### config.mk
export PLATFORM = sky130hd
export DESIGN_NAME = spdrx_top
export DESIGN_NICKNAME = d
export VERILOG_FILES = /design/src/spdrx_pkg.sv /design/src/spdrx_buf2.sv /design/src/spdrx_top.sv
export VERILOG_INCLUDE_DIRS = /design/src
export SDC_FILE = /design/constraint.sdc
export NUM_CORES = 1
export LEC_CHECK = 0
export BUFFER_PORTS_ARGS = -buffer_cell sky130_fd_sc_hd__buf_2
export CAP_MARGIN = 20
export CORE_ASPECT_RATIO = 0.6
export CORE_MARGIN = 2
export CORE_UTILIZATION = 47
export CTS_CLUSTER_SIZE = 20
export DETAILED_ROUTE_END_ITERATION = 12
export HOLD_SLACK_MARGIN = 0.08
export PLACE_DENSITY_LB_ADDON = 0.15
export SLEW_MARGIN = 20
export SYNTH_ARGS = -nofsm -noshare
export SYNTH_HDL_FRONTEND = slang
export SYNTH_HIERARCHICAL = 1
export SYNTH_SLANG_ARGS = --single-unit
### constraint.sdc
create_clock -name ref_clk -period 3.55 [get_ports ref_clk]
set_input_delay 0.5325 -clock ref_clk [delete_from_list [all_inputs] [get_ports ref_clk]]
set_output_delay 0.5325 -clock ref_clk [all_outputs]
set_load 0.005 [all_outputs]
### src/spdrx_consts.svh
/*
 Register map, field positions, reset values and counts of the S/PDIF
 receiver lock and decode block. Assumes inclusion by bare name.
*/
`ifndef SPDRX_CONSTS_SVH
`define SPDRX_CONSTS_SVH

`define SPDRX_ADDR_LOCK     16'hf600
`define SPDRX_ADDR_CTRL     16'hf601
`define SPDRX_ADDR_DECODE   16'hf602

`define SPDRX_CTRL_RESET    4'h0
`define SPDRX_DEC_RESET     10'h000
`define SPDRX_ZERO16        16'h0000

`define SPDRX_CTRL_QSEL     3
`define SPDRX_CTRL_HOLD     2
`define SPDRX_CTRL_WL_HI    1
`define SPDRX_CTRL_WL_LO    0

`define SPDRX_DEC_R_HI      9
`define SPDRX_DEC_R_LO      6
`define SPDRX_DEC_L_HI      5
`define SPDRX_DEC_L_LO      2
`define SPDRX_DEC_FMT       1
`define SPDRX_DEC_COMP      0
`define SPDRX_LOCK_BIT      0

`define SPDRX_RUN_NORMAL    7'h40
`define SPDRX_RUN_FAST      7'h08
`define SPDRX_RUN_ONE       7'h01

`define SPDRX_WLSEL_24      2'h0
`define SPDRX_WLSEL_20      2'h1
`define SPDRX_WLSEL_16      2'h2
`define SPDRX_WLSEL_AUTO    2'h3

`define SPDRX_WL16          4'h2
`define SPDRX_WL17          4'hc
`define SPDRX_WL18          4'h4
`define SPDRX_WL19          4'h8
`define SPDRX_WL20          4'ha
`define SPDRX_WL21          4'hd
`define SPDRX_WL22          4'h5
`define SPDRX_WL23          4'h9
`define SPDRX_WL24          4'hb
`define SPDRX_WL20M24       4'h3

`define SPDRX_LEN16         5'h10
`define SPDRX_LEN17         5'h11
`define SPDRX_LEN18         5'h12
`define SPDRX_LEN19         5'h13
`define SPDRX_LEN20         5'h14
`define SPDRX_LEN21         5'h15
`define SPDRX_LEN22         5'h16
`define SPDRX_LEN23         5'h17
`define SPDRX_LEN24         5'h18

`endif

### src/spdrx_pkg.sv
/*
 Types of the S/PDIF receiver lock and decode block.
 Assumes nothing of its surroundings.
*/
package spdrx_pkg;
    typedef enum logic [1:0] {
        spdrx_search = 2'b00,
        spdrx_locked = 2'b01,
        spdrx_coast  = 2'b10
    } spdrx_state_e;
endpackage : spdrx_pkg

### src/spdrx_buf2.sv
/*
 Two-entry buffer with valid and ready on both sides.
 Assumes one clock and an asynchronous active-high reset.
*/
`timescale 1ns/1ns
module spdrx_buf2 #(
    parameter int W = 48
) (
    input  wire logic         ref_clk,
    input  wire logic         rst,
    input  wire logic         in_valid,
    output logic              in_ready,
    input  wire logic [W-1:0] in_data,
    output logic              out_valid,
    input  wire logic         out_ready,
    output logic [W-1:0]      out_data
);
    logic [W-1:0] mem [2];
    logic         wr_ptr;
    logic         rd_ptr;
    logic [1:0]   count;
    logic         push;
    logic         pop;

    assign in_ready  = (count != 2'h2);
    assign out_valid = (count != 2'h0);
    assign out_data  = mem[rd_ptr];
    assign push      = in_valid & in_ready;
    assign pop       = out_valid & out_ready;

    always_ff @(posedge ref_clk or posedge rst) begin
        if (rst) begin
            mem[0] <= '0;
            mem[1] <= '0;
        end else if (push) begin
            mem[wr_ptr] <= in_data;
        end
    end

    always_ff @(posedge ref_clk or posedge rst) begin
        if (rst) begin
            wr_ptr <= 1'b0;
            rd_ptr <= 1'b0;
        end else begin
            if (push)
                wr_ptr <= ~wr_ptr;
            if (pop)
                rd_ptr <= ~rd_ptr;
        end
    end

    always_ff @(posedge ref_clk or posedge rst) begin
        if (rst)
            count <= 2'h0;
        else if (push && !pop)
            count <= count + 2'h1;
        else if (pop && !push)
            count <= count - 2'h1;
    end
endmodule : spdrx_buf2

### src/spdrx_top.sv
/*
 S/PDIF receiver lock, control and stream decode logic with its registers.
 Assumes the biphase front end on ref_clk delivers samples, a sample check
 flag, channel status codes and the recovered frame clock, all synchronous.
*/
// Strobed register access is this design's own decision.
// Overview of operation
// - Bit 0 of the lock status register reads 1 when locked, else 0.
// - With quick acquire off, lock follows 64 consecutive valid samples.
// - With quick acquire on, lock follows eight consecutive valid samples.
// - With hold policy 0 the frame clock keeps running after lock loss.
// - With hold policy 1 the frame clock stops at once on lock loss.
// - Word length select 00, 01, 10 give 24, 20 and 16 output bits.
// - Word length select 11 takes the length of both channels from the left length in the channel status.
// - Decode bits 9 to 6 give the right length code for 20-bit streams.
// - The same field uses the 24-bit code set for 24-bit streams.
// - Decode bits 5 to 2 give the left length with the same codes.
// - Decode bit 0 is 0 for linear PCM and 1 for compressed data.
// - Decode bit 1 names the compression format, meaningful if bit 0 is 1.
// - The control register resets to all zeros.
// - The audio output is muted whenever lock is lost.
`timescale 1ns/1ns
`include "spdrx_consts.svh"
module spdrx_top #(
    parameter logic [6:0] RUN_NORMAL = `SPDRX_RUN_NORMAL,
    parameter logic [6:0] RUN_FAST   = `SPDRX_RUN_FAST
) (
    input  wire logic        ref_clk,
    input  wire logic        rst,
    input  wire logic [15:0] reg_addr,
    input  wire logic [15:0] reg_wdata,
    input  wire logic        reg_wr,
    input  wire logic        reg_rd,
    output logic      [15:0] reg_rdata,
    input  wire logic        samp_valid,
    output logic             samp_ready,
    input  wire logic        samp_ok,
    input  wire logic [23:0] samp_left,
    input  wire logic [23:0] samp_right,
    input  wire logic        cs_update,
    input  wire logic [3:0]  cs_len_left,
    input  wire logic [3:0]  cs_len_right,
    input  wire logic        cs_compressed,
    input  wire logic        cs_format,
    input  wire logic        fs_in,
    output logic             fs_out,
    output logic             rx_locked,
    output logic             aud_valid,
    input  wire logic        aud_ready,
    output logic      [23:0] aud_left,
    output logic      [23:0] aud_right
);

    function automatic logic [4:0] spdrx_len_of(input logic [3:0] code);
        logic [4:0] len;
        len = `SPDRX_LEN24;
        unique case (code)
            `SPDRX_WL16:    len = `SPDRX_LEN16;
            `SPDRX_WL17:    len = `SPDRX_LEN17;
            `SPDRX_WL18:    len = `SPDRX_LEN18;
            `SPDRX_WL19:    len = `SPDRX_LEN19;
            `SPDRX_WL20:    len = `SPDRX_LEN20;
            `SPDRX_WL21:    len = `SPDRX_LEN21;
            `SPDRX_WL22:    len = `SPDRX_LEN22;
            `SPDRX_WL23:    len = `SPDRX_LEN23;
            `SPDRX_WL24:    len = `SPDRX_LEN24;
            `SPDRX_WL20M24: len = `SPDRX_LEN20;
            default:        len = `SPDRX_LEN24;
        endcase
        return len;
    endfunction : spdrx_len_of

    // Keeps the top len bits of a 24-bit word, clears the rest
    function automatic logic [23:0] spdrx_trim(input logic [23:0] word,
                                               input logic [4:0]  len);
        logic [23:0] out;
        out = word;
        for (int i = 0; i < 24; i++) begin
            if (5'(i) < (`SPDRX_LEN24 - len))
                out[i] = 1'b0;
        end
        return out;
    endfunction : spdrx_trim

    spdrx_pkg::spdrx_state_e state;
    spdrx_pkg::spdrx_state_e next_state;
    logic [6:0]  run_cnt;
    logic [6:0]  next_run;
    logic [6:0]  run_need;
    logic        quick_acquire_sel;
    logic        clock_out_hold_policy;
    logic [1:0]  word_length_select;
    logic [3:0]  right_len_detected;
    logic [3:0]  left_len_detected;
    logic        compression_format;
    logic        payload_compressed;
    logic        accept;
    logic        run_full;
    logic        locked;
    logic [4:0]  out_len;
    logic [47:0] push_data;
    logic        push_ready;
    logic [47:0] pop_data;
    logic [15:0] next_rdata;

    assign locked     = (state == spdrx_pkg::spdrx_locked);
    assign rx_locked  = locked;
    assign samp_ready = push_ready;
    // A stalled buffer holds the front end, so no word is lost
    assign accept     = samp_valid & push_ready;
    assign aud_left   = pop_data[47:24];
    assign aud_right  = pop_data[23:0];

    assign run_need = quick_acquire_sel ? RUN_FAST : RUN_NORMAL;
    // A shortened target while counting still locks on the next good sample
    assign run_full = (run_cnt >= (run_need - `SPDRX_RUN_ONE));

    always_comb begin
        next_run = run_cnt;
        if (accept) begin
            if (!samp_ok)
                next_run = 7'h00;
            else if (!run_full)
                next_run = run_cnt + `SPDRX_RUN_ONE;
        end
    end

    always_ff @(posedge ref_clk or posedge rst) begin
        if (rst)
            run_cnt <= 7'h00;
        else
            run_cnt <= next_run;
    end

    always_comb begin
        next_state = state;
        unique case (state)
            spdrx_pkg::spdrx_search,
            spdrx_pkg::spdrx_coast: begin
                if (accept && samp_ok && run_full)
                    next_state = spdrx_pkg::spdrx_locked;
            end
            spdrx_pkg::spdrx_locked: begin
                if (accept && !samp_ok)
                    next_state = spdrx_pkg::spdrx_coast;
            end
            default: next_state = spdrx_pkg::spdrx_search;
        endcase
    end

    always_ff @(posedge ref_clk or posedge rst) begin
        if (rst)
            state <= spdrx_pkg::spdrx_search;
        else
            state <= next_state;
    end

    // frame clock on lock loss
    // Gated from next_state so a stop takes effect on the losing edge
    always_ff @(posedge ref_clk or posedge rst) begin
        if (rst)
            fs_out <= 1'b0;
        else
            fs_out <= fs_in & ((next_state == spdrx_pkg::spdrx_locked) |
                               ((next_state == spdrx_pkg::spdrx_coast) &
                                !clock_out_hold_policy));
    end

    always_ff @(posedge ref_clk or posedge rst) begin
        if (rst) begin
            {quick_acquire_sel, clock_out_hold_policy, word_length_select}
                <= `SPDRX_CTRL_RESET;
        end else if (reg_wr && reg_addr == `SPDRX_ADDR_CTRL) begin
            quick_acquire_sel     <= reg_wdata[`SPDRX_CTRL_QSEL];
            clock_out_hold_policy <= reg_wdata[`SPDRX_CTRL_HOLD];
            word_length_select    <= reg_wdata[`SPDRX_CTRL_WL_HI:`SPDRX_CTRL_WL_LO];
        end
    end

    // decode refresh
    // Writes are ignored; last locked stream values hold after loss
    always_ff @(posedge ref_clk or posedge rst) begin
        if (rst) begin
            {right_len_detected, left_len_detected, compression_format,
             payload_compressed} <= `SPDRX_DEC_RESET;
        end else if (locked && cs_update) begin
            right_len_detected <= cs_len_right;
            left_len_detected  <= cs_len_left;
            compression_format <= cs_format;
            payload_compressed <= cs_compressed;
        end
    end

    always_comb begin
        unique case (word_length_select)
            `SPDRX_WLSEL_24:   out_len = `SPDRX_LEN24;
            `SPDRX_WLSEL_20:   out_len = `SPDRX_LEN20;
            `SPDRX_WLSEL_16:   out_len = `SPDRX_LEN16;
            `SPDRX_WLSEL_AUTO: out_len = spdrx_len_of(left_len_detected);
        endcase
    end

    always_comb begin
        if (next_state == spdrx_pkg::spdrx_locked)
            push_data = {spdrx_trim(samp_left, out_len),
                         spdrx_trim(samp_right, out_len)};
        else
            push_data = 48'h0000_0000_0000;
    end

    spdrx_buf2 #(
        .W(48)
    ) u_buf (
        .ref_clk   (ref_clk),
        .rst       (rst),
        .in_valid  (samp_valid),
        .in_ready  (push_ready),
        .in_data   (push_data),
        .out_valid (aud_valid),
        .out_ready (aud_ready),
        .out_data  (pop_data)
    );

    always_comb begin
        next_rdata = `SPDRX_ZERO16;
        unique case (reg_addr)
            `SPDRX_ADDR_LOCK:   next_rdata[`SPDRX_LOCK_BIT] = locked;
            `SPDRX_ADDR_CTRL: begin
                next_rdata[`SPDRX_CTRL_QSEL] = quick_acquire_sel;
                next_rdata[`SPDRX_CTRL_HOLD] = clock_out_hold_policy;
                next_rdata[`SPDRX_CTRL_WL_HI:`SPDRX_CTRL_WL_LO] = word_length_select;
            end
            `SPDRX_ADDR_DECODE: begin
                next_rdata[`SPDRX_DEC_R_HI:`SPDRX_DEC_R_LO] = right_len_detected;
                next_rdata[`SPDRX_DEC_L_HI:`SPDRX_DEC_L_LO] = left_len_detected;
                next_rdata[`SPDRX_DEC_FMT]  = compression_format;
                next_rdata[`SPDRX_DEC_COMP] = payload_compressed;
            end
            default: next_rdata = `SPDRX_ZERO16;
        endcase
    end

    always_ff @(posedge ref_clk or posedge rst) begin
        if (rst)
            reg_rdata <= `SPDRX_ZERO16;
        else if (reg_rd)
            reg_rdata <= next_rdata;
        else
            reg_rdata <= `SPDRX_ZERO16;
    end
endmodule : spdrx_top

# --- Yosys cells after proc, flatten, opt, wreduce, memory -nomap -nowiden ---
# Memories as Yosys holds them, arrays and structs flattened.
# Index checks and enable logic that the tools add are counted.
op_classes:
  n_bitwise: 9
  n_eq_ne: 12
  addsub: 5
  mux: 68
  n_lt_le_gt_ge: 28
  n_reduce_logical: 18
ops:
  columns: ["operator", "n"]
  rows:
  - ["48-bit two-way mux", 5]
  - ["96-bit bitwise mux", 1]
  - ["48-bit demux with 1-bit select", 1]
  - ["16-bit == test (second input constant)", 3]
  - ["1-bit two-way mux", 48]
  - ["4-bit by 5-bit < comparator with 1-bit output (first input constant)", 8]
  - ["5-bit < comparator (first input constant)", 8]
  - ["7-bit two-way mux", 3]
  - ["3-bit by 5-bit < comparator with 1-bit output (first input constant)", 4]
  - ["5-bit one-hot mux with 4 select lines", 1]
  - ["1-bit by 5-bit < comparator with 1-bit output (first input constant)", 2]
  - ["2-bit by 5-bit < comparator with 1-bit output (first input constant)", 2]
  - ["10-bit two-way mux", 1]
  - ["2-bit == test (second input constant)", 4]
  - ["1-bit logical AND", 8]
  - ["2-bit two-way mux", 4]
  - ["7-bit by 1-bit adder with 7-bit output (second input constant)", 1]
  - ["7-bit greater-or-equal comparator", 1]
  - ["7-bit by 1-bit subtractor with 7-bit output (second input constant)", 1]
  - ["2-bit by 1-bit == test with 1-bit output (second input constant)", 3]
  - ["6-bit two-way mux", 1]
  - ["3-bit one-hot mux with 2 select lines", 1]
  - ["5-bit subtractor (first input constant)", 1]
  - ["1-bit AND", 4]
  - ["15 further kinds", 24]
totals:
  in_bits: 99
  out_inout_bits: 68
  elab_cells: 157
  regBits: 140
  memories: 1
  rom_bits: 64
memory_table:
  columns: ["name", "depth", "word_bits", "read_ports", "rd_ports_with_merged_regs", "wr", "line", "text"]
  rows:
  - ["(name not given)", 16, 4, 1, 0, 0, "spdrx_top.sv:57", "unique case (code)"]

# --- Logic depth before layout (Yosys ltp) ---
depth:
  word_depth: 10
  mapped_depth: 13
  mapped_depth_nobuf: 11

# --- Cells and area by module ---
# The synthesis kept the hierarchy.
by_module_without_submodules:
  columns: ["module", "area_each_um2", "cells_per_inst", "instances", "seq_area_each_um2"]
  rows:
  - ["spdrx_buf2", 4521.8, 273, 1, 2502.4]
  - ["spdrx_top", 2561.2, 286, 1, 850.8]

# --- Least setup slack after synthesis ---
# OpenSTA, ideal clock, no wires.
synth_path:
  path_type: "flip-flop to flip-flop"
  start: "reg left_len_detected[1]"
  end: "reg u_buf/mem[83] (netlist bit)"
  setup_slack_ns: 0.910
  required_time_ns: 3.485
  arrival_ns: 2.575
  period_less_slack_ns: 2.640
  setup_ns: 0.065
  path_stages_with_launch: 13
  path_buffers: 1
  cell_sequence: "dfrtp_1 -> inv_1 -> ha_1 -> mux2_2 -> nand3_1 -> ha_1 -> inv_1 -> or4_4 -> nand4_4 -> buf_6 -> a21oi_1 -> nor3b_1 -> mux2_2"
synth_between:
  elab_chain_cells: 7
synth_lines:
  columns: ["item", "line", "text"]
  rows:
  - ["from (decl)", "spdrx_top.sv:94", "logic [3:0] left_len_detected;"]
  - ["from (signal assigned)", "spdrx_top.sv:188", "left_len_detected <= cs_len_left;"]
  - ["memory read 16 x 4 bit", null, null]
  - ["5-bit one-hot mux with 4 select lines", "spdrx_top.sv:195", "unique case (word_length_select)"]
  - ["5-bit subtractor (no source line)", null, null]
  - ["4-bit by 5-bit < comparator with 1-bit output", "spdrx_top.sv:79", "if (5'(i) < (`SPDRX_LEN24 - len))"]
  - ["1-bit two-way mux", "spdrx_top.sv:79", null]
  - ["48-bit two-way mux", "spdrx_top.sv:204", "if (next_state == spdrx_pkg::spdrx_locked)"]
  - ["via push_data[35]", "spdrx_top.sv:101", "logic [47:0] push_data;"]
  - ["96-bit bitwise mux", "spdrx_buf2.sv:36", "mem[wr_ptr] <= in_data;"]
  - ["to (signal, indexed assignment)", "spdrx_buf2.sv:36", null]
  - ["to (decl)", "spdrx_buf2.sv:18", "logic [W-1:0] mem [2];"]
# The timed path passes the listed nets, and every way through them passes these cells. The select of a mux whose other input is x is not followed.
# A chain may end at the register's enable or synchronous reset.

# --- Worst setup path after layout ---
layout_path:
  start: "reg left_len_detected[2]"
  end: "reg u_buf/mem[78] (netlist bit)"
layout_between:
  elab_chain_cells: 7
layout_lines:
  columns: ["item", "line"]
  rows:
  - ["memory read 16 x 4 bit", null]
  - ["5-bit one-hot mux with 4 select lines", "spdrx_top.sv:195"]
  - ["5-bit subtractor (no source line)", null]
  - ["3-bit by 5-bit < comparator with 1-bit output", "spdrx_top.sv:79"]
  - ["1-bit two-way mux", "spdrx_top.sv:79"]
  - ["48-bit two-way mux", "spdrx_top.sv:204"]
  - ["via push_data[30]", "spdrx_top.sv:101"]
  - ["96-bit bitwise mux", "spdrx_buf2.sv:36"]
# The timed path passes the listed nets, and every way through them passes these cells. The select of a mux whose other input is x is not followed.

==> impl_metrics.env <==
export IMPL_post_route_period_util=0.9209
export IMPL_n_antenna_cell=0
export IMPL_synth_top_area_frac=0.4734
export IMPL_synth_top_family_by_area="multiplexers"
export IMPL_drt_wl_total_mm=16.37
export IMPL_numClockSinks=134
export IMPL_worst_pin_slew_ns=0.9100
export IMPL_grt_pass1_wl_mm=27.09
export IMPL_stdcell_area_um2=8478
export IMPL_power_w=0.004405
export IMPL_synth_adder_area_share=0.01766
export IMPL_hpwl_mm=11.22
export IMPL_start_kind="flip-flop"
export IMPL_grt_max_degree=57
export IMPL_combPwrFrac=0.211
export IMPL_layout_commonest_cell="buf_2"
export IMPL_p_sw_frac=0.3078
export IMPL_track_usage=0.2152
export IMPL_area_growth_pct=19.70
export IMPL_rsz0062_at_grt="false"
export IMPL_worst_setup_path_type="flip-flop to flip-flop"
export IMPL_clock_skew_ns=0.01024
export IMPL_synth_yosys_seq_area_share=0.4734
export IMPL_root_buffer="clkbuf_16"
export IMPL_power_leakage_nw=4.416
export IMPL_synth_edf_count=0
export IMPL_finalSetupTns_ns=0
export IMPL_r2r_end="u_buf/mem[78]"
export IMPL_drcViolationCount=0
export IMPL_max_slew_margin=0.3933
export IMPL_drive_gt1_frac=0.5230
export IMPL_finalCoreUtilization=0.5810
export IMPL_path_max_fanout=17
export IMPL_reg2reg_from="left_len_detected[2]"
export IMPL_finalHoldViolations=0
export IMPL_cp_end_kind="flip-flop"
export IMPL_power_frac_clock=0.378
export IMPL_r2r_setup_slack_ns=0.28
export IMPL_synth_warnings=6
export IMPL_path_clk_slew_ns=0.06
export IMPL_syn_cell_area_um2=7083
export IMPL_die_w_um=162.5
export IMPL_vias=4866
export IMPL_worst_r2r_path_depth=11
export IMPL_dieArea_um2=16100
export IMPL_p_switching_w=0.001356
export IMPL_outcome="finished, final reports clean"
export IMPL_synthArstFlopShare=1.000
export IMPL_drtIter0Drc=241
export IMPL_ys_ff_latch=134
export IMPL_required_ns=3.90
export IMPL_synth_cells=559
export IMPL_synth_area_leaders="dfrtp_1, mux2_2, mux2_4, ha_1, nor2_1"
export IMPL_vias_per_cell=5.318
export IMPL_first_pass_iters=4
export IMPL_ctsResizeCount=0
export IMPL_port_buffers=148
export IMPL_synthMuxAreaShare=0.2768
export IMPL_cap_violations=0
export IMPL_core_area_um2=14590
export IMPL_hold_buffers=0
export IMPL_intPower_w=0.003050
export IMPL_synth_top_area_cell="dfrtp_1"
export IMPL_grt_pass1_vias=5362
export IMPL_setup_violations=0
export IMPL_wire_per_inst_um=17.90
export IMPL_final_cell_mix="buf_2, dfrtp_1, mux2_2, mux2_4, nor2_1"
export IMPL_worstHoldPathType="primary input to asynchronous set/reset pin"
export IMPL_final_max_slew_viol_count=0
export IMPL_clk_latency_ns=0.41
export IMPL_finalNonFillerCells=915
export IMPL_syn_area_per_cell_um2=12.67
export IMPL_antenna_left=0
export IMPL_initial_core_util=0.4854
export IMPL_place_congestion=0.7644
export IMPL_finalCriticalPeriod_ns=3.269
export IMPL_synth_cell_types=58
export IMPL_antenna_found_initial=0
export IMPL_synth_compound_area_share=0.05688
export IMPL_synth_simple_gate_area_share=0.1175
export IMPL_nets=813
export IMPL_max_freq_mhz=305.9
export IMPL_arrival_ns=3.62
export IMPL_overflow=0
export IMPL_peakVddDrop_mv=0.3657
export IMPL_die_y_um=99.09
export IMPL_post_cts_buffers=0
export IMPL_placed_cells=883
export IMPL_power_density_nw_per_um2=519.6
export IMPL_clock_path_buffers=2
export IMPL_dpl_cell_area_um2=7923
export IMPL_synth_xor_area_frac=0.006183
export IMPL_cts_tree="built"
export IMPL_ios=167
export IMPL_num_rows=34
export IMPL_synthFlopType="dfrtp_1"
export IMPL_cts_buffers=17
export IMPL_seq_power_share=0.411
export IMPL_htree_levels=4
-- through the flow --
| step | hold slack (ns) | worst slack [ns] |
|---|---|---|
| 4_1_cts | 0.2376 | 0.3333 |
| 3_5_place_dp | 0.4678 | 0.3638 |
| 2_1_floorplan | 0.4474 | 0.3987 |
| 3_3_place_gp | 0.4578 | 0.5143 |
| 5_1_grt | 0.2800 | 0.1401 |
| 6_report | 0.2372 | 0.2808 |
-- registers in the layout, indices dropped and copies added, names as in the netlist, 2 cells and up --
signal,cells
left_len_detected,4
u_buf/count,2
run_cnt,7
word_length_select,2
reg_rdata,10
state,2
right_len_detected,4
u_buf/mem,96
-- kinds of logic after synthesis --
kind of cell    count (synthesis)
compound gates                 54
fa+ha+maj                      10
xor+xnor                        5
simple gates                  131
other cells                     1
buf+inv                        63
flops                         134
mux                           161
-- Yosys cell counts (7+ instances only) --
master and count:
a21oi_1 15, and2_1 7, buf_2 11, buf_4 9, dfrtp_1 134, ha_1 10, inv_1 29, mux2_2 119
mux2_4 40, nand2_1 15, nand3_1 10, nor2_1 31, nor2b_1 8, nor3_2 10, nor3b_1 13, o21ai_0 11
-- metal layers --
metal | share of wire | global-route usage | routed length [µm]
met2 | 0.46 | 0.3512 | 7515
met5 | 0 | 0 | 0
met1 | 0.48 | 0.2849 | 7838
met3 | 0.056 | 0.06464 | 920
met4 | 0.0061 | 0.05242 | 100
-- how the worst max path moves through the flow --
| stage | from | end | slack (ns) |
|---|---|---|---|
| detailed placement | word_length_select[0] | u_buf/mem[61] | 0.36 |
| CTS | left_len_detected[2] | u_buf/mem[78] | 0.33 |
| global placement | left_len_detected[2] | u_buf/mem[61] | 0.51 |
| global route | word_length_select[0] | u_buf/mem[85] | 0.14 |
| floorplan | rst | u_buf/count[0] | 0.40 |
| finish | left_len_detected[2] | u_buf/mem[78] | 0.28 |
-- power by group through the flow --
stage | Sequential, W | Clock, W | Combinational (W)
4_1_cts | 0.00181 | 0.00171 | 0.000941
6_report | 0.00181 | 0.00166 | 0.000930
3_5_place_dp | 0.00183 | 0 | 0.000934
5_1_grt | 0.00183 | 0.00178 | 0.00101
2_1_floorplan | 0.00172 | 0 | 0.000833
3_3_place_gp | 0.00182 | 0 | 0.000901
-- cell type report --
cell class / instances / area (µm²)
multi-input combinational: 367 / 3403
clock buffer: 18 / 429.2
clock inverter: 14 / 126.4
tap: 198 / 247.7
fill: 1229 / 6113
timing repair buffer: 155 / 805.8
sequential: 134 / 3354
inverter: 29 / 111.4
-- critical path, cell delays in order (launching register included) --
cell	delay, ns
dfrtp_1	0.53
inv_1	0.15
ha_1	0.22
mux2_2	0.26
nand3_1	0.09
ha_1	0.24
inv_1	0.11
or4_4	0.55
nand4_4	0.24
nor2_1	0.11
nor4b_1	0.45
mux2_2	0.24
Note: power is estimated with default switching activity, not from simulation.
